--- src/common/ssl_pkg.sv ---
// Shared constants for the switcher serial control link.
// Assumes a single 100 MHz clock domain and 8-bit ASCII command traffic.

package ssl_pkg;

    // ************************************************************
    // Timing
    // ************************************************************
    localparam int          CLK_HZ    = 100_000_000;
    localparam int          BAUD_RATE = 19200;
    // Whole cycles per bit, rounded down (5208 at 100 MHz)
    localparam int          BIT_CYC   = CLK_HZ / BAUD_RATE;
    localparam int          CNT_W     = 16;
    localparam int          SYNC_N    = 2;

    // ************************************************************
    // Frame and channel layout
    // ************************************************************
    localparam int          DATA_BITS = 8;
    localparam int          STOP_IDX  = 9;
    localparam logic [9:0]  CHAN_MAX  = 10'h080;
    localparam int          UNIT_LSB  = 3;
    localparam int          VAL_W     = 10;
    localparam logic [1:0]  MAX_DIG   = 2'h3;
    localparam logic [4:0]  ADDR_MAX  = 5'h0F;
    localparam logic [3:0]  REPLY_LEN = 4'h8;
    localparam logic [2:0]  IDN_LEN   = 3'h5;
    localparam logic [2:0]  RST_LEN   = 3'h3;

    // ************************************************************
    // Characters
    // ************************************************************
    localparam logic [7:0]  CH_NL     = 8'h0A;
    localparam logic [7:0]  CH_STAR   = 8'h2A;
    localparam logic [7:0]  CH_MINUS  = 8'h2D;
    localparam logic [7:0]  CH_COMMA  = 8'h2C;
    localparam logic [7:0]  CH_ZERO   = 8'h30;
    localparam logic [7:0]  CH_NINE   = 8'h39;
    localparam logic [7:0]  CH_CASE   = 8'h20;
    localparam logic [7:0]  CH_A      = 8'h61;
    localparam logic [7:0]  CH_B      = 8'h62;
    localparam logic [7:0]  CH_I      = 8'h69;
    localparam logic [7:0]  CH_O      = 8'h6F;
    // Identity reply fields; values are arbitrary
    localparam logic [7:0]  ID_FW     = 8'h31;
    localparam logic [7:0]  ID_HW     = 8'h31;

    // ************************************************************
    // Parser states
    // ************************************************************
    typedef enum logic [2:0] {
        P_FIRST = 3'b000,
        P_BUS   = 3'b001,
        P_SIGN  = 3'b010,
        P_VAL   = 3'b011,
        P_ADDR  = 3'b100,
        P_MATCH = 3'b101,
        P_SKIP  = 3'b110
    } ssl_pst_t;

endpackage : ssl_pkg

--- src/logic/ssl_uart.sv ---
// Eight-bit asynchronous receiver and transmitter, no parity, one stop bit.
// Assumes i_rxd is already synchronised to i_clk.
`timescale 1ns/1ps

module ssl_uart #(
    parameter logic [15:0] BIT_CYCLES = 16'(ssl_pkg::BIT_CYC)
) (
    // Clock and reset
    input  wire logic       i_clk,
    input  wire logic       i_rst_n,
    // Receive side
    input  wire logic       i_rxd,
    output logic      [7:0] o_rx_data,
    output logic            o_rx_valid,
    // Transmit side
    input  wire logic       i_tx_start,
    input  wire logic [7:0] i_tx_data,
    output logic            o_tx_busy,
    output logic            o_txd
);

    logic                 rx_act_reg;
    logic [15:0]          rx_cnt_reg;
    logic [3:0]           rx_bit_reg;
    logic [7:0]           rx_sh_reg;
    logic                 tx_act_reg;
    logic [15:0]          tx_cnt_reg;
    logic [3:0]           tx_bit_reg;
    logic [9:0]           tx_sh_reg;
    logic                 tx_line_reg;

    // ************************************************************
    // Receiver
    // ************************************************************
    // Start edge, mid-bit sampling, LSB first
    always_ff @(posedge i_clk) begin
        o_rx_valid <= 1'b0;
        if (!i_rst_n) begin
            rx_act_reg <= 1'b0;
            rx_cnt_reg <= 16'h0000;
            rx_bit_reg <= 4'h0;
            rx_sh_reg  <= 8'h00;
            o_rx_data  <= 8'h00;
        end else if (!rx_act_reg) begin
            if (!i_rxd) begin
                rx_act_reg <= 1'b1;
                rx_cnt_reg <= BIT_CYCLES >> 1;
                rx_bit_reg <= 4'h0;
            end
        end else if (rx_cnt_reg != 16'h0000) begin
            rx_cnt_reg <= rx_cnt_reg - 16'h0001;
        end else begin
            rx_cnt_reg <= BIT_CYCLES - 16'h0001;
            if (rx_bit_reg == 4'h0) begin
                // A glitch shorter than half a bit is not a start bit
                rx_act_reg <= ~i_rxd;
                rx_bit_reg <= 4'h1;
            end else if (rx_bit_reg < 4'(ssl_pkg::STOP_IDX)) begin
                rx_sh_reg  <= {i_rxd, rx_sh_reg[7:1]};
                rx_bit_reg <= rx_bit_reg + 4'h1;
            end else begin
                // Framing errors drop the character silently
                rx_act_reg <= 1'b0;
                o_rx_valid <= i_rxd;
                o_rx_data  <= i_rxd ? rx_sh_reg : o_rx_data;
            end
        end
    end

    // ************************************************************
    // Transmitter
    // ************************************************************
    // Start bit, data LSB first, stop bit
    always_ff @(posedge i_clk) begin
        if (!i_rst_n) begin
            tx_act_reg  <= 1'b0;
            tx_cnt_reg  <= 16'h0000;
            tx_bit_reg  <= 4'h0;
            tx_sh_reg   <= 10'h3FF;
            tx_line_reg <= 1'b1;
        end else if (!tx_act_reg) begin
            tx_line_reg <= 1'b1;
            if (i_tx_start) begin
                tx_act_reg <= 1'b1;
                tx_sh_reg  <= {1'b1, i_tx_data, 1'b0};
                tx_cnt_reg <= BIT_CYCLES - 16'h0001;
                tx_bit_reg <= 4'h0;
            end
        end else begin
            tx_line_reg <= tx_sh_reg[0];
            if (tx_cnt_reg != 16'h0000) begin
                tx_cnt_reg <= tx_cnt_reg - 16'h0001;
            end else begin
                tx_cnt_reg <= BIT_CYCLES - 16'h0001;
                tx_sh_reg  <= {1'b1, tx_sh_reg[9:1]};
                tx_bit_reg <= tx_bit_reg + 4'h1;
                tx_act_reg <= (tx_bit_reg != 4'(ssl_pkg::STOP_IDX));
            end
        end
    end

    assign o_tx_busy = tx_act_reg;
    assign o_txd     = tx_line_reg;

endmodule : ssl_uart

--- src/logic/ssl_switcher_link.sv ---
// Serial control link of one relay-matrix switcher unit in a cascade.
// Assumes pins are asynchronous and that the controller sends one command at a time.
//
// Functional notes
// - Asynchronous serial framing, no shared clock.
// - Fixed 19200 baud on both ends.
// - Two data lines, transfers strictly sequential.
// - Only one unit drives return path.
// - Command traffic not gated by flow control.
// - Ready output high when operational.
// - Request-to-send shows receive readiness.
// - Commands arrive on receive-data input.
// - Replies leave on transmit-data output.
// - Upstream port in, downstream port forwards.
// - Incompatible command rejected, state unchanged.
// - Output type, busbar B -1: all except A.
// - Input and output types share addresses.
// - Start, eight data LSB first, one stop.
// - Setting command opens old channel everywhere.
`timescale 1ns/1ps

module ssl_switcher_link #(
    // Cycles per bit at the fixed link rate; shorten in simulation
    parameter logic [15:0] BIT_CYCLES = 16'(ssl_pkg::BIT_CYC)
) (
    // Clock and reset
    input  wire logic       I_MCLK,
    input  wire logic       I_RST_N,
    // Upstream port towards the controller
    input  wire logic       I_RXD,
    output logic            O_TXD,
    output logic            O_DSR,
    output logic            O_RTS,
    input  wire logic       I_CTS,
    // Downstream port towards the next unit
    output logic            O_DS_TXD,
    input  wire logic       I_DS_RXD,
    output logic            O_DS_CTS,
    // Straps: coding switch and unit type
    input  wire logic [3:0] I_ADDR,
    input  wire logic       I_OUT_TYPE,
    // Relay drives, one bit per local channel
    output logic      [7:0] O_RELAY_A,
    output logic      [7:0] O_RELAY_B
);

    // ************************************************************
    // Helpers
    // ************************************************************
    function automatic logic [7:0] fold(input logic [7:0] c);
        fold = c | ssl_pkg::CH_CASE;
    endfunction : fold

    function automatic logic is_dig(input logic [7:0] c);
        is_dig = (c >= ssl_pkg::CH_ZERO) && (c <= ssl_pkg::CH_NINE);
    endfunction : is_dig

    function automatic logic [9:0] acc10(input logic [9:0] v, input logic [7:0] c);
        logic [13:0] t;
        t     = 14'(v) * 14'h000A + 14'(c - ssl_pkg::CH_ZERO);
        acc10 = t[9:0];
    endfunction : acc10

    // Expected character at idx of "*idn?" (rst=0) or "RST" (rst=1)
    function automatic logic [7:0] pattern(input logic rst, input logic [2:0] idx);
        logic [39:0] s;
        s       = rst ? 40'h5253540000 : 40'h2A69646E3F;
        pattern = s[8'(39 - 8 * idx) -: 8];
    endfunction : pattern

    // ************************************************************
    // Declarations
    // ************************************************************
    logic [ssl_pkg::SYNC_N-1:0] rxd_sy_reg;
    logic [ssl_pkg::SYNC_N-1:0] cts_sy_reg;
    logic [ssl_pkg::SYNC_N-1:0] dsr_sy_reg;
    logic [3:0]           addr_m_reg;
    logic [3:0]           addr_s_reg;
    logic                 otyp_m_reg;
    logic                 otyp_s_reg;
    logic                 rxd_s;
    logic                 cts_s;
    logic                 ds_rxd_s;
    logic [7:0]           rx_data;
    logic                 rx_valid;
    logic                 utx_busy;
    logic                 utxd;
    ssl_pkg::ssl_pst_t    pst_reg;
    ssl_pkg::ssl_pst_t    pst_next;
    logic                 ctyp_reg;
    logic                 cbus_b_reg;
    logic                 neg_reg;
    logic [9:0]           val_reg;
    logic [1:0]           ndig_reg;
    logic                 mrst_reg;
    logic [2:0]           midx_reg;
    logic [7:0]           ra_reg;
    logic [7:0]           rb_reg;
    logic                 ball_reg;
    logic [7:0]           relay_b_reg;
    logic                 ready_reg;
    logic                 tx_act_reg;
    logic [3:0]           tx_idx_reg;
    logic                 txd_reg;
    logic                 ds_txd_reg;
    logic                 ds_cts_reg;
    logic                 tx_start;
    logic [7:0]           tx_char;

    // ************************************************************
    // Pin synchronisers
    // ************************************************************
    // Two flops before any logic looks at a pin
    always_ff @(posedge I_MCLK) begin
        if (!I_RST_N) begin
            rxd_sy_reg <= 2'b11;
            cts_sy_reg <= 2'b00;
            dsr_sy_reg <= 2'b11;
            addr_m_reg <= 4'h0;
            addr_s_reg <= 4'h0;
            otyp_m_reg <= 1'b0;
            otyp_s_reg <= 1'b0;
        end else begin
            rxd_sy_reg <= {rxd_sy_reg[0], I_RXD};
            cts_sy_reg <= {cts_sy_reg[0], I_CTS};
            dsr_sy_reg <= {dsr_sy_reg[0], I_DS_RXD};
            addr_m_reg <= I_ADDR;
            addr_s_reg <= addr_m_reg;
            otyp_m_reg <= I_OUT_TYPE;
            otyp_s_reg <= otyp_m_reg;
        end
    end

    assign rxd_s    = rxd_sy_reg[1];
    assign cts_s    = cts_sy_reg[1];
    assign ds_rxd_s = dsr_sy_reg[1];

    // ************************************************************
    // Character engine
    // ************************************************************
    ssl_uart #(
        .BIT_CYCLES (BIT_CYCLES)
    ) u_uart (
        .i_clk      (I_MCLK),
        .i_rst_n    (I_RST_N),
        .i_rxd      (rxd_s),
        .o_rx_data  (rx_data),
        .o_rx_valid (rx_valid),
        .i_tx_start (tx_start),
        .i_tx_data  (tx_char),
        .o_tx_busy  (utx_busy),
        .o_txd      (utxd)
    );

    // ************************************************************
    // Character classification
    // ************************************************************
    // Commands are parsed regardless of any handshake line
    wire       c_nl     = rx_data == ssl_pkg::CH_NL;
    wire [7:0] c_low    = fold(rx_data);
    wire       c_typ    = (c_low == ssl_pkg::CH_I) || (c_low == ssl_pkg::CH_O);
    wire       c_bus    = (c_low == ssl_pkg::CH_A) || (c_low == ssl_pkg::CH_B);
    wire       c_dig    = is_dig(rx_data);
    wire [9:0] val_acc  = acc10(val_reg, rx_data);
    wire       m_hit    = rx_data == pattern(mrst_reg, midx_reg);
    wire [2:0] m_len    = mrst_reg ? ssl_pkg::RST_LEN : ssl_pkg::IDN_LEN;

    // ************************************************************
    // Parser next state
    // ************************************************************
    always_comb begin
        pst_next = pst_reg;
        unique case (pst_reg)
            ssl_pkg::P_FIRST: begin
                if (c_low == ssl_pkg::CH_A)
                    pst_next = ssl_pkg::P_ADDR;
                else if (c_typ)
                    pst_next = ssl_pkg::P_BUS;
                else if (rx_data == ssl_pkg::CH_STAR)
                    pst_next = ssl_pkg::P_MATCH;
                else
                    pst_next = ssl_pkg::P_SKIP;
            end
            ssl_pkg::P_BUS:   pst_next = c_bus ? ssl_pkg::P_SIGN : ssl_pkg::P_SKIP;
            ssl_pkg::P_SIGN: begin
                if (rx_data == ssl_pkg::CH_MINUS || c_dig)
                    pst_next = ssl_pkg::P_VAL;
                else
                    pst_next = ssl_pkg::P_SKIP;
            end
            ssl_pkg::P_VAL: begin
                if (!c_dig || ndig_reg == ssl_pkg::MAX_DIG)
                    pst_next = ssl_pkg::P_SKIP;
            end
            ssl_pkg::P_ADDR: begin
                if (c_typ && ndig_reg != 2'h0)
                    pst_next = ssl_pkg::P_MATCH;
                else if (!c_dig || val_acc > 10'(ssl_pkg::ADDR_MAX))
                    pst_next = ssl_pkg::P_SKIP;
            end
            ssl_pkg::P_MATCH: begin
                if (midx_reg == m_len || !m_hit)
                    pst_next = ssl_pkg::P_SKIP;
            end
            ssl_pkg::P_SKIP:  pst_next = ssl_pkg::P_SKIP;
            default:          pst_next = ssl_pkg::P_SKIP;
        endcase
        if (c_nl)
            pst_next = ssl_pkg::P_FIRST;
    end

    // ************************************************************
    // Command decode at end of line
    // ************************************************************
    // Own type only; the other type at the same address ignores it
    wire       own_typ  = ctyp_reg == otyp_s_reg;
    wire       at_end   = rx_valid && c_nl;
    wire       set_ok   = at_end && pst_reg == ssl_pkg::P_VAL && ndig_reg != 2'h0;
    wire       is_minus = neg_reg && val_reg == 10'h001;
    // Only busbar B of an output unit accepts -1
    wire       neg_ok   = is_minus && ctyp_reg && cbus_b_reg;
    wire       do_set   = set_ok && own_typ && (!neg_reg || neg_ok);
    wire       m_done   = at_end && pst_reg == ssl_pkg::P_MATCH && midx_reg == m_len;
    wire       do_rst   = m_done && mrst_reg;
    wire       do_idn   = m_done && !mrst_reg && own_typ && val_reg[3:0] == addr_s_reg;
    wire [9:0] ch_m1    = val_reg - 10'h001;
    wire       in_range = val_reg != 10'h000 && val_reg <= ssl_pkg::CHAN_MAX;
    // Channel n lives on unit (n-1)/8, relay (n-1)%8
    wire       hit      = in_range && ch_m1[6:ssl_pkg::UNIT_LSB] == addr_s_reg;
    wire [7:0] onehot   = hit ? 8'h01 << ch_m1[2:0] : 8'h00;

    // ************************************************************
    // Parser registers
    // ************************************************************
    always_ff @(posedge I_MCLK) begin
        if (!I_RST_N) begin
            pst_reg    <= ssl_pkg::P_FIRST;
            ctyp_reg   <= 1'b0;
            cbus_b_reg <= 1'b0;
            neg_reg    <= 1'b0;
            val_reg    <= 10'h000;
            ndig_reg   <= 2'h0;
            mrst_reg   <= 1'b0;
            midx_reg   <= 3'h0;
        end else if (rx_valid) begin
            pst_reg <= pst_next;
            if (pst_reg == ssl_pkg::P_FIRST) begin
                ctyp_reg <= c_low == ssl_pkg::CH_O;
                mrst_reg <= rx_data == ssl_pkg::CH_STAR;
                midx_reg <= 3'h0;
                neg_reg  <= 1'b0;
                val_reg  <= 10'h000;
                ndig_reg <= 2'h0;
            end
            if (pst_reg == ssl_pkg::P_BUS)
                cbus_b_reg <= c_low == ssl_pkg::CH_B;
            if (pst_reg == ssl_pkg::P_SIGN && rx_data == ssl_pkg::CH_MINUS)
                neg_reg <= 1'b1;
            // Digits of a channel number or of an address
            if ((pst_reg == ssl_pkg::P_SIGN || pst_reg == ssl_pkg::P_VAL
                    || pst_reg == ssl_pkg::P_ADDR) && c_dig && ndig_reg != ssl_pkg::MAX_DIG) begin
                val_reg  <= val_acc;
                ndig_reg <= ndig_reg + 2'h1;
            end
            if (pst_reg == ssl_pkg::P_ADDR && c_typ)
                ctyp_reg <= c_low == ssl_pkg::CH_O;
            if (pst_reg == ssl_pkg::P_MATCH)
                midx_reg <= midx_reg + 3'h1;
        end
    end

    // ************************************************************
    // Relay state
    // ************************************************************
    // Unknown or incompatible lines leave every relay alone
    always_ff @(posedge I_MCLK) begin
        if (!I_RST_N) begin
            ra_reg   <= 8'h00;
            rb_reg   <= 8'h00;
            ball_reg <= 1'b0;
        end else if (do_rst) begin
            ra_reg   <= 8'h00;
            rb_reg   <= 8'h00;
            ball_reg <= 1'b0;
        end else if (do_set && neg_ok) begin
            rb_reg   <= 8'h00;
            ball_reg <= 1'b1;
        end else if (do_set && !cbus_b_reg) begin
            // Old channel opens on every unit, new one closes here only
            ra_reg <= onehot;
            rb_reg <= rb_reg & ~onehot;             // Same channel leaves the other bus
        end else if (do_set) begin
            rb_reg   <= onehot;
            ball_reg <= 1'b0;
            ra_reg   <= ra_reg & ~onehot;
        end
    end

    // Busbar B in -1 mode is the inverse of busbar A, continuously
    always_ff @(posedge I_MCLK) begin
        if (!I_RST_N)
            relay_b_reg <= 8'h00;
        else
            relay_b_reg <= ball_reg ? ~ra_reg : rb_reg;
    end

    // ************************************************************
    // Identity reply
    // ************************************************************
    wire [3:0] tx_idx = tx_idx_reg;
    assign tx_char =
        (tx_idx == 4'h0) ? 8'h53 :
        (tx_idx == 4'h1) ? 8'h57 :
        (tx_idx == 4'h2) ? 8'h4C :
        (tx_idx == 4'h4) ? ssl_pkg::ID_FW :
        (tx_idx == 4'h6) ? ssl_pkg::ID_HW :
        (tx_idx == 4'h7) ? ssl_pkg::CH_NL : ssl_pkg::CH_COMMA;
    // Each character waits for clear-to-send
    assign tx_start = tx_act_reg && !utx_busy && cts_s && tx_idx_reg != ssl_pkg::REPLY_LEN;

    always_ff @(posedge I_MCLK) begin
        if (!I_RST_N) begin
            tx_act_reg <= 1'b0;
            tx_idx_reg <= 4'h0;
        end else if (!tx_act_reg) begin
            tx_act_reg <= do_idn;
            tx_idx_reg <= 4'h0;
        end else if (tx_start) begin
            tx_idx_reg <= tx_idx_reg + 4'h1;
        end else if (tx_idx_reg == ssl_pkg::REPLY_LEN && !utx_busy) begin
            tx_act_reg <= 1'b0;
        end
    end

    // ************************************************************
    // Port drivers
    // ************************************************************
    // Downstream replies are muted while this unit answers, so two
    // units never overlap on the return line
    always_ff @(posedge I_MCLK) begin
        if (!I_RST_N) begin
            ready_reg  <= 1'b0;
            txd_reg    <= 1'b1;
            ds_txd_reg <= 1'b1;
            ds_cts_reg <= 1'b0;
        end else begin
            ready_reg  <= 1'b1;
            txd_reg    <= tx_act_reg ? utxd : ds_rxd_s;
            ds_txd_reg <= rxd_s;
            ds_cts_reg <= cts_s && !tx_act_reg;
        end
    end

    assign O_DSR     = ready_reg;
    assign O_RTS     = ready_reg && !tx_act_reg;
    assign O_TXD     = txd_reg;
    assign O_DS_TXD  = ds_txd_reg;
    assign O_DS_CTS  = ds_cts_reg;
    assign O_RELAY_A = ra_reg;
    assign O_RELAY_B = relay_b_reg;

endmodule : ssl_switcher_link

--- config.mk ---
export PLATFORM = sky130hd
export DESIGN_NAME = ssl_switcher_link
export DESIGN_NICKNAME = d
export VERILOG_FILES = /design/src/common/ssl_pkg.sv /design/src/logic/ssl_uart.sv /design/src/logic/ssl_switcher_link.sv
export SDC_FILE = /design/constraint.sdc
export NUM_CORES = 1
export LEC_CHECK = 0
export BUFFER_PORTS_ARGS = -buffer_cell sky130_fd_sc_hd__buf_4
export CORE_MARGIN = 2
export CORE_UTILIZATION = 58
export CTS_BUF_LIST = sky130_fd_sc_hd__clkbuf_2
export DETAILED_ROUTE_END_ITERATION = 16
export PLACE_DENSITY = 0.78
export RECOVER_POWER = 50
export REMOVE_ABC_BUFFERS = 1
export SYNTH_ARGS = -nofsm -noshare
export SYNTH_HDL_FRONTEND = slang
export SYNTH_HIERARCHICAL = 1
export SYNTH_SLANG_ARGS = --single-unit
--- constraint.sdc ---
create_clock -name I_MCLK -period 3.05 [get_ports I_MCLK]
set_input_delay 0.4575 -clock I_MCLK [delete_from_list [all_inputs] [get_ports I_MCLK]]
set_output_delay 0.4575 -clock I_MCLK [all_outputs]
set_load 0.01 [all_outputs]
### After elaboration in Yosys (flattened, before gate mapping)

Index checks and enable logic that the tools add are counted.

| storage, ports and cells | value |
|---|---|
| register bits | 142 |
| logic and storage cells | 248 |
| input bits | 10 |
| output and inout port bits | 21 |

| operators by class | value |
|---|---|
| $mul | 1 |
| muxes and demuxes | 68 |
| shift-type cells | 2 |
| $add $sub $neg | 11 |
| equality and inequality tests | 36 |
| order comparisons | 5 |
| reductions and logical operators | 78 |
| bitwise logic cells | 11 |

Operator list:

| kind | count |
|---|---|
| $mux W16 | 6 |
| $mux W10 | 5 |
| $mux W8 | 6 |
| $shiftx A47 B9 Y8 | 1 |
| $mux W39 | 1 |
| $mux W3 | 12 |
| $mux W4 | 8 |
| $reduce_bool A16 Y1 | 2 |
| $sub A16 B1 Y16 const B | 2 |
| $logic_and A1 B1 Y1 | 30 |
| $eq A7 B6 Y1 const B | 4 |
| $reduce_and A2 Y1 | 11 |
| $mux W7 | 3 |
| $mux W1 | 20 |
| $mux W6 | 3 |
| $pmux W3 S6 | 1 |
| $and A8 B8 Y8 | 2 |
| $eq A8 B6 Y1 const B | 2 |
| $not A8 Y8 | 2 |
| $reduce_bool A2 Y1 | 8 |
| $add A4 B1 Y4 const B | 3 |
| $eq A4 B3 Y1 const B | 3 |
| $ne A4 B4 Y1 const B | 3 |
| $add A10 B10 Y10 | 1 |
| other kinds (41) | 73 |

### Longest topological paths before layout

Gate-level depths: netlist of the first run.

| depth | value |
|---|---|
| word-level depth | 9 |
| mapped depth | 13 |
| mapped depth without buffers | 13 |

### Hierarchy

The synthesis of the first run kept the hierarchy.

Modules (own cells, without submodules):

| module | area each (sq um) | sequential area each (sq um) | cells an instance | instances |
|---|---|---|---|---|
| ssl_switcher_link | 4573.1 | 1441.4 | 553 | 1 |
| ssl_uart | 3459.6 | 1381.3 | 413 | 1 |

### Least setup slack after synthesis of the first run

OpenSTA, ideal clock, no wires.

| timing path | value |
|---|---|
| path kind | register to register |
| start point | register val_reg[1] |
| end point | register pst_reg[2] |
| stages on the path, launching flop included | 13 |
| data required time | 2.955 ns |
| period minus slack after synthesis | 3.133 ns |
| arrival | 3.038 ns |
| path buffers | 0 |
| library setup time | 0.095 ns |
| setup slack | -0.083 ns |
| cell sequence | dfxtp_1 -> ha_1 -> ha_1 -> fa_1 -> xor2_1 -> ha_1 -> o21a_1 -> a21o_1 -> a21oi_1 -> xnor2_1 -> and4_1 -> or3_1 -> a221oi_1 |

| on the way | value |
|---|---|
| longest elaborated chain between the ends | 6 |

Ends and longest elaborated chain:

| element | RTL line | RTL |
|---|---|---|
| from (decl) | ssl_switcher_link.sv:93 | `logic [9:0] val_reg;` |
| from (signal assigned) | ssl_switcher_link.sv:262 | `val_reg <= val_acc;` |
| $mul A10 B3 Y9 | ssl_switcher_link.sv:60 | `t = 14'(v) * 14'h000A + 14'(c - ssl_pkg::CH_ZERO);` |
| $add A10 B10 Y10 | ssl_switcher_link.sv:60 |  |
| $gt A10 B4 Y1 | ssl_switcher_link.sv:198 | `else if (!c_dig \|\| val_acc > 10'(ssl_pkg::ADDR_MAX))` |
| $logic_or A1 B1 Y1 | ssl_switcher_link.sv:198 |  |
| $ne A4 B4 Y1 (no line) | - |  |
| $reduce_and A4 Y1 (no line) | - |  |
| to (signal assigned) | ssl_switcher_link.sv:237 | `pst_reg <= ssl_pkg::P_FIRST;` |
| to (signal assigned) | ssl_switcher_link.sv:246 | `pst_reg <= pst_next;` |
| to (decl) | ssl_switcher_link.sv:88 | `ssl_pkg::ssl_pst_t pst_reg;` |

Every way passes these cells.
A chain may end at the register's enable or synchronous reset.

### Final worst setup path of the first run

Same ends and word-level chain as after synthesis.

==> flow_metrics.env, run 1 <==
export IMPL_status="finished, violations left"
export IMPL_violations="setup timing"
export IMPL_crit_chain="ha_4, ha_4, fa_2, a21o_1, a21oi_1, xnor2_1, ha_1, a21oi_2, xnor2_1, and4_1, or3_1, a221oi_2"
export IMPL_drive_gt1_share_pct=13.8
export IMPL_grt_pass1_vias=6584
export IMPL_fin_cells=1195
export IMPL_seqCellArea_sq_um=2830
export IMPL_antenna_found_initial=0
export IMPL_fin_skew_ns=0.0257
export IMPL_dp_cells=1153
export IMPL_synth_main_ff_cell="dfxtp_1"
export IMPL_cts_root_buf="clkbuf_2"
export IMPL_n_antenna_cell=0
export IMPL_cpPeakStageDelay_ns=0.42
export IMPL_rsz0062_at_grt="yes"
export IMPL_crit_slowest_cell="fa_2"
export IMPL_seq_area_frac_synth_pct=35.1
export IMPL_final_common_cell="dfxtp_1"
export IMPL_cts_tree="yes"
export IMPL_synth_distinct_cells=79
export IMPL_setup_viol=2
export IMPL_ys_ff_latch=141
export IMPL_ys_warn_count=6
export IMPL_clkLatencyLatePin_ns=0.70
export IMPL_critical_path_max_fanout=2
export IMPL_vias=7272
export IMPL_worst_pin_slew_ns=1.05
export IMPL_viasPerCell=6.09
export IMPL_max_slew_margin_pct=30.3
export IMPL_power_density_nw_per_um2=376
export IMPL_criticalPathCategory="reg -> reg"
export IMPL_cts_sinks=141
export IMPL_grt_max_degree=34
export IMPL_dieHeight_um=122
export IMPL_portBuffers=30
export IMPL_gp_congestion=0.930
export IMPL_startpoint_type="flip-flop"
export IMPL_max_freq_mhz=325
export IMPL_hold_violations=0
export IMPL_drt_initial_drc_count=610
export IMPL_required_ns=3.68
export IMPL_cts_buffer_depth=2
export IMPL_dieArea_sq_um=14800
export IMPL_pin_count=31
export IMPL_grt_pass1_wl_um=30800
export IMPL_fin_crit_ns=3.07
export IMPL_syn_inst=966
export IMPL_cp_end_kind="flip-flop"
export IMPL_multi_input_area_sq_um=4930
export IMPL_grt_overflow=0
export IMPL_core_area_sq_um=13700
export IMPL_drt_wl_total_um=19000
export IMPL_htreeDepth=4
export IMPL_initial_core_util_pct=58.5
export IMPL_slew_violations=0
export IMPL_worst_ep_arrival_time_ns=3.71
export IMPL_row_count=43
export IMPL_whs_ns=0.435
export IMPL_maxCapViolCount=0
export IMPL_syn_to_final_growth_pct=11.6
export IMPL_die_w_um=122
export IMPL_synthArstFlopShare_pct=0
export IMPL_synth_area_per_cell_sq_um=8.32
export IMPL_netlist_area_sq_um=8030
export IMPL_fillers=1190
export IMPL_final_cell_mix="dfxtp_1 (137), nor2_1 (73), nand2_1 (67), nand3_1 (64), a21oi_1 (54)"
export IMPL_dp_hpwl_um=13000
export IMPL_synth_edff_count=0
export IMPL_post_route_period_util_pct=101
export IMPL_final_area_sq_um=8960
export IMPL_setup_ws_ns=-0.0236
export IMPL_hp_class="reg -> reg"
export IMPL_vdd_drop_max_uv=352
export IMPL_final_nets=1054
export IMPL_cts_buffers=17
export IMPL_track_usage_pct=25.3
export IMPL_p_leak_uw=0.00335
export IMPL_clk_pin_slew_ns=0.20
export IMPL_wire_per_inst_um=15.9
export IMPL_drc=0
export IMPL_place_area_sq_um=8530
export IMPL_ant_nets=0
export IMPL_dr_pass1_iters=5
synth_stat cells (all sizes together) (3+ instances only):
master	n	area (sq um)
dfxtp	141	2820
nor2	74	278
nand2	67	251
nand3	64	320
a21oi	57	285
clkbuf	56	210
o21ai	48	240
ha	37	463
nor3	36	205
inv	34	128
xnor2	27	244
a211oi	21	158
mux2i	21	210
nand4	18	128
nor4	18	128
nand2b	17	106
nor2b	15	93.8
buf	14	92.6
or4	14	113
a31oi	13	81.3
and2	13	81.3
xor2	12	105
nand4b	11	96.3
a221oi	10	87.6
a31o	9	78.8
and3	7	43.8
nor3b	7	57.6
or3	7	48.8
a21o	6	45.0
a221o	6	60.1
o21a	6	45.0
o31ai	6	45.0
nand3b	5	37.5
o211ai	5	37.5
o31a	5	43.8
a21boi	4	30.0
o32ai	4	35.0
or3b	4	35.0
a22oi	3	22.5
and4	3	26.3
o2111ai	3	26.3
o311ai	3	26.3
or2	3	18.8
critical path, delay by kind of cell (launching register included):
kind	cells	cell delay (ns)
fa+ha+maj	4	1.12
compound gates	4	0.76
simple gates	2	0.50
flops	1	0.37
xor+xnor	2	0.25
worst paths after layout:
check,from,end,slack [ns],cells past startpoint
setup / recovery,val_reg[1]$_SDFFE_PN0P_,pst_reg[2]$_SDFFE_PN0P_,-0.02,12
hold / removal,addr_m_reg[0]$_SDFF_PN0_,addr_s_reg[0]$_SDFF_PN0_,0.43,1
setup reg to reg,val_reg[1]$_SDFFE_PN0P_,pst_reg[2]$_SDFFE_PN0P_,-0.02,12
hold reg to reg,addr_m_reg[0]$_SDFF_PN0_,addr_s_reg[0]$_SDFF_PN0_,0.43,1
layer usage:
layer / global-route usage (%) / wire length [um] / vias to the layer above / part of all wire [%]
li1: - / - / 3614 / -
met1: 33.6 / 8640 / 3431 / 46
met2: 40.6 / 9020 / 191 / 48
met3: 5.38 / 934 / 36 / 4.9
met4: 9.55 / 359 / 0 / 1.9
met5: 0 / 0 / - / 0
report_power, final:
group | internal, uW | switching [uW] | leakage [uW]
clock network | 448 | 668 | 0.000146
logic | 122 | 220 | 0.00206
registers | 1880 | 32.1 | 0.00114
total | 2450 | 920 | 0.00335
logic make-up after synthesis:
kind of cell,share of synthesized area [%]
AO/OA/AOI/OAI,19.4
adder cells (fa/ha/maj),6.26
multiplexers,2.90
buffers and inverters,5.40
AND/OR/NAND/NOR,26.5
other,0.0467
XOR/XNOR,4.35
flip-flops,35.1
through the flow:
step	setup TNS (ns)	util (%)	worst slack, ns	total power, uW
finish	-0.0290	65.3	-0.0236	3370
global route	-0.350	65.3	-0.130	3500
CTS	-0.0346	64.8	-0.0346	3390
detailed placement	-0.353	62.2	-0.135	2280
global placement	-0.0968	62.2	-0.0714	2270
floorplan	-0.259	-	-0.232	2160
final cells by class:
cell class                 count  area share (%)
clock buffer                  18            1.00
multi-input combinational    721            55.0
inverter                      35            1.47
clock inverter                11            1.65
sequential                   141            31.6
tap                          180            2.51
timing repair buffer          89            6.76
timing repair:
item,CTS,global route
buffers inserted,0,3
hold buffers,8,1
cloned,0,1
setup endpoints to repair,16,17
hold endpoints to repair,8,3
gates resized for setup,10,22
pin swaps,1,18
Power figures use the tool's default switching activity.
==> run 2: changes to the inputs <==
--- a/config.mk
+++ b/config.mk
@@ -7,11 +7,12 @@
 export LEC_CHECK = 0
 export BUFFER_PORTS_ARGS = -buffer_cell sky130_fd_sc_hd__buf_4
 export CORE_MARGIN = 2
-export CORE_UTILIZATION = 58
+export CORE_UTILIZATION = 55
 export CTS_BUF_LIST = sky130_fd_sc_hd__clkbuf_2
+export CTS_CLUSTER_DIAMETER = 150
 export DETAILED_ROUTE_END_ITERATION = 16
-export PLACE_DENSITY = 0.78
-export RECOVER_POWER = 50
+export PLACE_DENSITY = 0.75
+export RECOVER_POWER = 25
 export REMOVE_ABC_BUFFERS = 1
 export SYNTH_ARGS = -nofsm -noshare
 export SYNTH_HDL_FRONTEND = slang
==> run 2 against run 1 <==
The run ends with capacitance limit, slew limit, setup timing left. Sequential power is essentially flat. Register-to-register slack hardly changed. Design area grew 0.81%. First-iteration DRC count increased by 5.9%. Sequential cell count did not move. Critical endpoint unchanged.
==> flow_metrics.env, run 2 (same netlist as run 1, synthesis figures left out) <==
export IMPL_status="finished, violations left"
export IMPL_violations="capacitance limit, slew limit, setup timing"
export IMPL_seqCellArea_sq_um=2830
export IMPL_crit_chain="ha_4, ha_4, fa_2, buf_4, a21o_1, a21oi_2, xnor2_1, ha_1, a21oi_2, xnor2_2, and4_4, or3_4, a221oi_2"
export IMPL_n_antenna_cell=0
export IMPL_place_area_sq_um=8540
export IMPL_dr_pass1_iters=6
export IMPL_rsz0062_at_grt="yes"
export IMPL_dp_cells=1155
export IMPL_startpoint_type="flip-flop"
export IMPL_track_usage_pct=23.8
export IMPL_vias=7187
export IMPL_cpPeakStageDelay_ns=0.38
export IMPL_cts_root_buf="clkbuf_2"
export IMPL_p_leak_uw=0.00345
export IMPL_grt_overflow=0
export IMPL_antenna_found_initial=0
export IMPL_max_freq_mhz=326
export IMPL_ant_nets=0
export IMPL_dp_hpwl_um=12700
export IMPL_criticalPathCategory="reg -> reg"
export IMPL_drt_wl_total_um=18600
export IMPL_initial_core_util_pct=55.7
export IMPL_final_common_cell="dfxtp_1"
export IMPL_power_uw=3310
export IMPL_core_area_sq_um=14400
export IMPL_cts_buffer_depth=2
export IMPL_worst_ep_arrival_time_ns=3.71
export IMPL_gp_congestion=0.917
export IMPL_dieHeight_um=125
export IMPL_viasPerCell=5.99
export IMPL_critical_path_max_fanout=2
export IMPL_hp_class="reg -> reg"
export IMPL_use_met3_pct=4.98
export IMPL_setup_ws_ns=-0.0207
export IMPL_die_w_um=125
export IMPL_setup_viol=1
export IMPL_fin_skew_ns=0.0318
export IMPL_max_slew_margin_pct=-24.1
export IMPL_cts_sinks=141
export IMPL_hold_violations=0
export IMPL_grt_use_met1_pct=32.0
export IMPL_grt_pass1_vias=6528
export IMPL_drive_gt1_share_pct=15.9
export IMPL_cts_tree="yes"
export IMPL_dieArea_sq_um=15600
export IMPL_drc=0
export IMPL_final_cell_mix="dfxtp_1 (138), nor2_1 (72), buf_4 (68), nand2_1 (67), nand3_1 (64)"
export IMPL_fillers=1229
export IMPL_required_ns=3.69
export IMPL_post_route_period_util_pct=101
export IMPL_maxCapViolCount=1
export IMPL_portBuffers=30
export IMPL_grt_busiest_layer="met2"
export IMPL_final_area_sq_um=9040
export IMPL_pin_count=31
export IMPL_final_nets=1051
export IMPL_use_met2_pct=38.7
export IMPL_crit_slowest_cell="dfxtp_2"
export IMPL_row_count=44
export IMPL_vdd_drop_max_uv=311
export IMPL_fin_crit_ns=3.07
export IMPL_htreeDepth=4
export IMPL_clkLatencyLatePin_ns=0.74
export IMPL_grt_max_degree=45
export IMPL_cts_buffers=17
export IMPL_wire_per_inst_um=15.5
export IMPL_worst_pin_slew_ns=1.86
export IMPL_clk_pin_slew_ns=0.20
export IMPL_multi_input_area_sq_um=4960
export IMPL_syn_to_final_growth_pct=12.5
export IMPL_slew_violations=45
export IMPL_power_density_nw_per_um2=366
export IMPL_fin_cells=1199
export IMPL_drt_initial_drc_count=646
export IMPL_final_setup_tns_ns=-0.0207
export IMPL_grt_pass1_wl_um=31200
export IMPL_cp_end_kind="flip-flop"
-- run 2: changes by cell type in the layout (fill, tap and decap cells not counted), moves of 2 or more --
| cell | change |
|---|---|
| buf_6 | -2 |
| nor3_2 | -4 |
| and2_1 | -3 |
| clkinv_2 | +2 |
| nor3_4 | +4 |
| clkbuf_1 | -20 |
| and2_0 | +3 |
| clkbuf_4 | +3 |
| clkinv_1 | +2 |
| buf_4 | +17 |
| clkinv_4 | -2 |
-- run 2: layout make-up --
cell class	count	area share, %
multi-input cells	720	54.9
flip-flops and latches	141	31.3
repair buffers	87	7.39
well taps	184	2.55
inverters	35	1.45
clock inverters	13	1.38
clock buffers	19	1.05
-- run 2: critical path: cells and delay by family (launching register included) --
| family | cells | cell delay, ns |
|---|---|---|
| DFF | 1 | 0.38 |
| AOI/OAI and AO/OA | 4 | 0.71 |
| xor gates and xnor gates | 2 | 0.23 |
| buffers and inverters | 1 | 0.14 |
| and+or+nand+nor | 2 | 0.48 |
| adders and majority gates | 4 | 1.03 |
-- run 2: final timing paths --
| check | startpoint | to | slack, ns | cells after the start |
|---|---|---|---|---|
| setup / recovery | val_reg[3]$_SDFFE_PN0P_ | pst_reg[2]$_SDFFE_PN0P_ | -0.02 | 13 |
| hold / removal | rxd_sy_reg[0]$_SDFF_PN1_ | rxd_sy_reg[1]$_SDFF_PN1_ | 0.45 | 1 |
| setup reg to reg | val_reg[3]$_SDFFE_PN0P_ | pst_reg[2]$_SDFFE_PN0P_ | -0.02 | 13 |
| hold reg to reg | rxd_sy_reg[0]$_SDFF_PN1_ | rxd_sy_reg[1]$_SDFF_PN1_ | 0.45 | 1 |
-- run 2: repair_timing --
| action | in CTS | in global routing |
|---|---|---|
| pin swaps | 8 | 18 |
| hold endpoints to repair | 8 | 0 |
| hold buffers | 8 | 0 |
| setup buffers | 3 | 1 |
| setup endpoints to repair | 3 | 19 |
| gates resized for setup | 19 | 16 |
-- run 2: stage by stage --
step / util, % / worst slack, ns / hold slack, ns
floorplan: - / -0.232 / 0.386
detailed placement: 59.2 / -0.173 / 0.401
finish: 62.7 / -0.0207 / 0.450
global placement: 59.2 / -0.0830 / 0.391
CTS: 62.1 / -0.000525 / 0.0887
global route: 62.7 / -0.141 / 0.417
-- run 2: metal layers --
metal | wire length, um | vias to the layer above
met5 | 0 | -
met4 | 261 | 0
met3 | 946 | 28
met2 | 8710 | 181
met1 | 8700 | 3365
li1 | - | 3613
-- run 2: power breakdown --
| group | leakage (uW) | switching, uW | internal (uW) | total (uW) |
|---|---|---|---|---|
| Clock | 0.000138 | 685 | 371 | 1060 |
| Sequential | 0.00114 | 31.2 | 1880 | 1910 |
| Combinational | 0.00217 | 220 | 124 | 345 |
==> run 3: changes to the inputs <==
--- a/config.mk
+++ b/config.mk
@@ -6,12 +6,14 @@
 export NUM_CORES = 1
 export LEC_CHECK = 0
 export BUFFER_PORTS_ARGS = -buffer_cell sky130_fd_sc_hd__buf_4
+export CELL_PAD_IN_SITES_DETAIL_PLACEMENT = 1
+export CELL_PAD_IN_SITES_GLOBAL_PLACEMENT = 1
 export CORE_MARGIN = 2
-export CORE_UTILIZATION = 55
+export CORE_UTILIZATION = 44
 export CTS_BUF_LIST = sky130_fd_sc_hd__clkbuf_2
 export CTS_CLUSTER_DIAMETER = 150
 export DETAILED_ROUTE_END_ITERATION = 16
-export PLACE_DENSITY = 0.75
+export PLACE_DENSITY_LB_ADDON = 0.1
 export RECOVER_POWER = 25
 export REMOVE_ABC_BUFFERS = 1
 export SYNTH_ARGS = -nofsm -noshare
==> run 3 against run 2 <==
The flow finishes with violations (setup timing). Power rose by 5.2%. Non-clock buffer count rose by 8. Fmax fell by 2.5%. Largest power group unchanged. Clock skew rose by 0.0081 ns. Combinational power rose by 5%. Critical path type unchanged. Utilization fell by 11 points. Largest cell class unchanged. Hold slack got worse by 0.37 ns. Clock-buffer cell count fell by 1. Sequential share of layout area fell by 0.59 points. Design area rose by 2.0%. Final cell count rose by 4.5%.
==> flow_metrics.env, run 3 (same netlist as run 1, synthesis figures left out) <==
export IMPL_status="finished, violations left"
export IMPL_violations="setup timing"
export IMPL_hp_class="in -> reg"
export IMPL_worst_pin_slew_ns=1.17
export IMPL_cts_sinks=141
export IMPL_worst_ep_arrival_time_ns=3.82
export IMPL_final_nets=1060
export IMPL_cts_buffers=17
export IMPL_power_density_nw_per_um2=377
export IMPL_portBuffers=30
export IMPL_htreeDepth=4
export IMPL_dieArea_sq_um=19400
export IMPL_max_slew_margin_pct=22.0
export IMPL_ant_nets=0
export IMPL_max_freq_mhz=318
export IMPL_cts_root_buf="clkbuf_2"
export IMPL_whs_ns=0.0832
export IMPL_n_antenna_cell=0
export IMPL_core_area_sq_um=18000
export IMPL_cts_tree="yes"
export IMPL_final_common_cell="dfxtp_1"
export IMPL_setup_ws_ns=-0.0994
export IMPL_critical_path_max_fanout=2
export IMPL_initial_core_util_pct=44.7
export IMPL_viasPerCell=5.96
export IMPL_antenna_found_initial=0
export IMPL_startpoint_type="flip-flop"
export IMPL_syn_to_final_growth_pct=14.8
export IMPL_hold_violations=0
export IMPL_fillers=2160
export IMPL_gp_congestion=0.888
export IMPL_cts_buffer_depth=2
export IMPL_slew_violations=0
export IMPL_fin_skew_ns=0.0399
export IMPL_criticalPathCategory="reg -> reg"
export IMPL_grt_pass1_vias=7796
export IMPL_grt_max_degree=44
export IMPL_final_cell_mix="dfxtp_1 (137), nor2_1 (72), buf_4 (72), nand2_1 (67), nand3_1 (64)"
export IMPL_power_uw=3480
export IMPL_clkLatencyLatePin_ns=0.75
export IMPL_dr_pass1_iters=4
export IMPL_clk_pin_slew_ns=0.23
export IMPL_dp_hpwl_um=16500
export IMPL_row_count=49
export IMPL_grt_pass1_wl_um=38800
export IMPL_wire_per_inst_um=18.8
export IMPL_cp_end_kind="flip-flop"
export IMPL_die_w_um=139
export IMPL_dieHeight_um=139
export IMPL_grt_overflow=0
export IMPL_track_usage_pct=24.4
export IMPL_drt_initial_drc_count=451
export IMPL_drc=0
export IMPL_vias=7470
export IMPL_setup_viol=4
export IMPL_vdd_drop_max_uv=266
export IMPL_post_route_period_util_pct=103
export IMPL_drive_gt1_share_pct=17.2
export IMPL_drt_wl_total_um=23600
export IMPL_pre_cts_slack_ns=-0.265
export IMPL_rsz0062_at_grt="yes"
export IMPL_p_leak_uw=0.00350
export IMPL_pin_count=31
export IMPL_maxCapViolCount=0
export IMPL_required_ns=3.72
export IMPL_fin_crit_ns=3.15
run 3: path summary, 6_finish.rpt:
path	from	endpoint	slack, ns	depth (start not counted)
min reg2reg	rxd_sy_reg[0]$_SDFF_PN1_	rxd_sy_reg[1]$_SDFF_PN1_	0.45	1
max	val_reg[1]$_SDFFE_PN0P_	pst_reg[2]$_SDFFE_PN0P_	-0.1	12
min	I_RST_N	tx_idx[0]$_SDFFE_PN0P_	0.08	3
max reg2reg	val_reg[1]$_SDFFE_PN0P_	pst_reg[2]$_SDFFE_PN0P_	-0.1	12
run 3: area by class of cell:
| cell class | instances | area [sq um] | share of cell area (%) |
|---|---|---|---|
| clock buffer | 18 | 90.1 | 0.977 |
| clock inverter | 14 | 169 | 1.83 |
| inverter | 35 | 131 | 1.42 |
| multi-input combinational | 721 | 4990 | 54.1 |
| sequential | 141 | 2830 | 30.7 |
| tap | 229 | 287 | 3.11 |
| timing repair buffer | 95 | 722 | 7.83 |
run 3: timing repair:
action	in CTS	in global routing
resized for setup	23	24
endpoints found under the hold margin	8	0
pin swaps	14	13
hold buffers	8	0
buffers inserted	6	3
setup endpoints to repair	17	19
cloned	1	0
run 3: routing by layer:
layer	GRT usage [%]	vias up	wire, um
met5	0	-	0
met4	8.67	0	499
met3	3.94	36	555
met2	43.0	101	11900
met1	30.1	3704	10600
li1	-	3629	-
run 3: critical path: stages, from the launching register on:
cell      delay (ns)
dfxtp_4         0.41
ha_4            0.25
ha_4            0.17
fa_2            0.38
xor2_1          0.16
ha_1            0.34
o21a_1          0.20
buf_4           0.14
a22oi_2         0.24
nor2_1          0.08
and4_4          0.19
or3_1           0.31
a221oi_2        0.20
run 3: stage by stage:
step | instance area, sq um | setup TNS [ns] | utilization, % | cells
after global routing | 9220 | -0.828 | 51.3 | 1253
final | 9220 | -0.333 | 51.3 | 1253
after CTS | 9120 | -0.150 | 50.8 | 1252
after floorplan | 7730 | -0.259 | - | 896
after global placement | 8620 | -0.207 | 48.0 | 1205
after detailed placement | 8620 | -0.996 | 48.0 | 1205
run 3: where the power goes:
group | internal [uW] | leakage [uW] | total (uW) | switching [uW]
Clock | 462 | 0.000154 | 1200 | 743
Sequential | 1880 | 0.00114 | 1910 | 36.2
Combinational | 128 | 0.00220 | 363 | 235
Total | 2470 | 0.00350 | 3480 | 1010
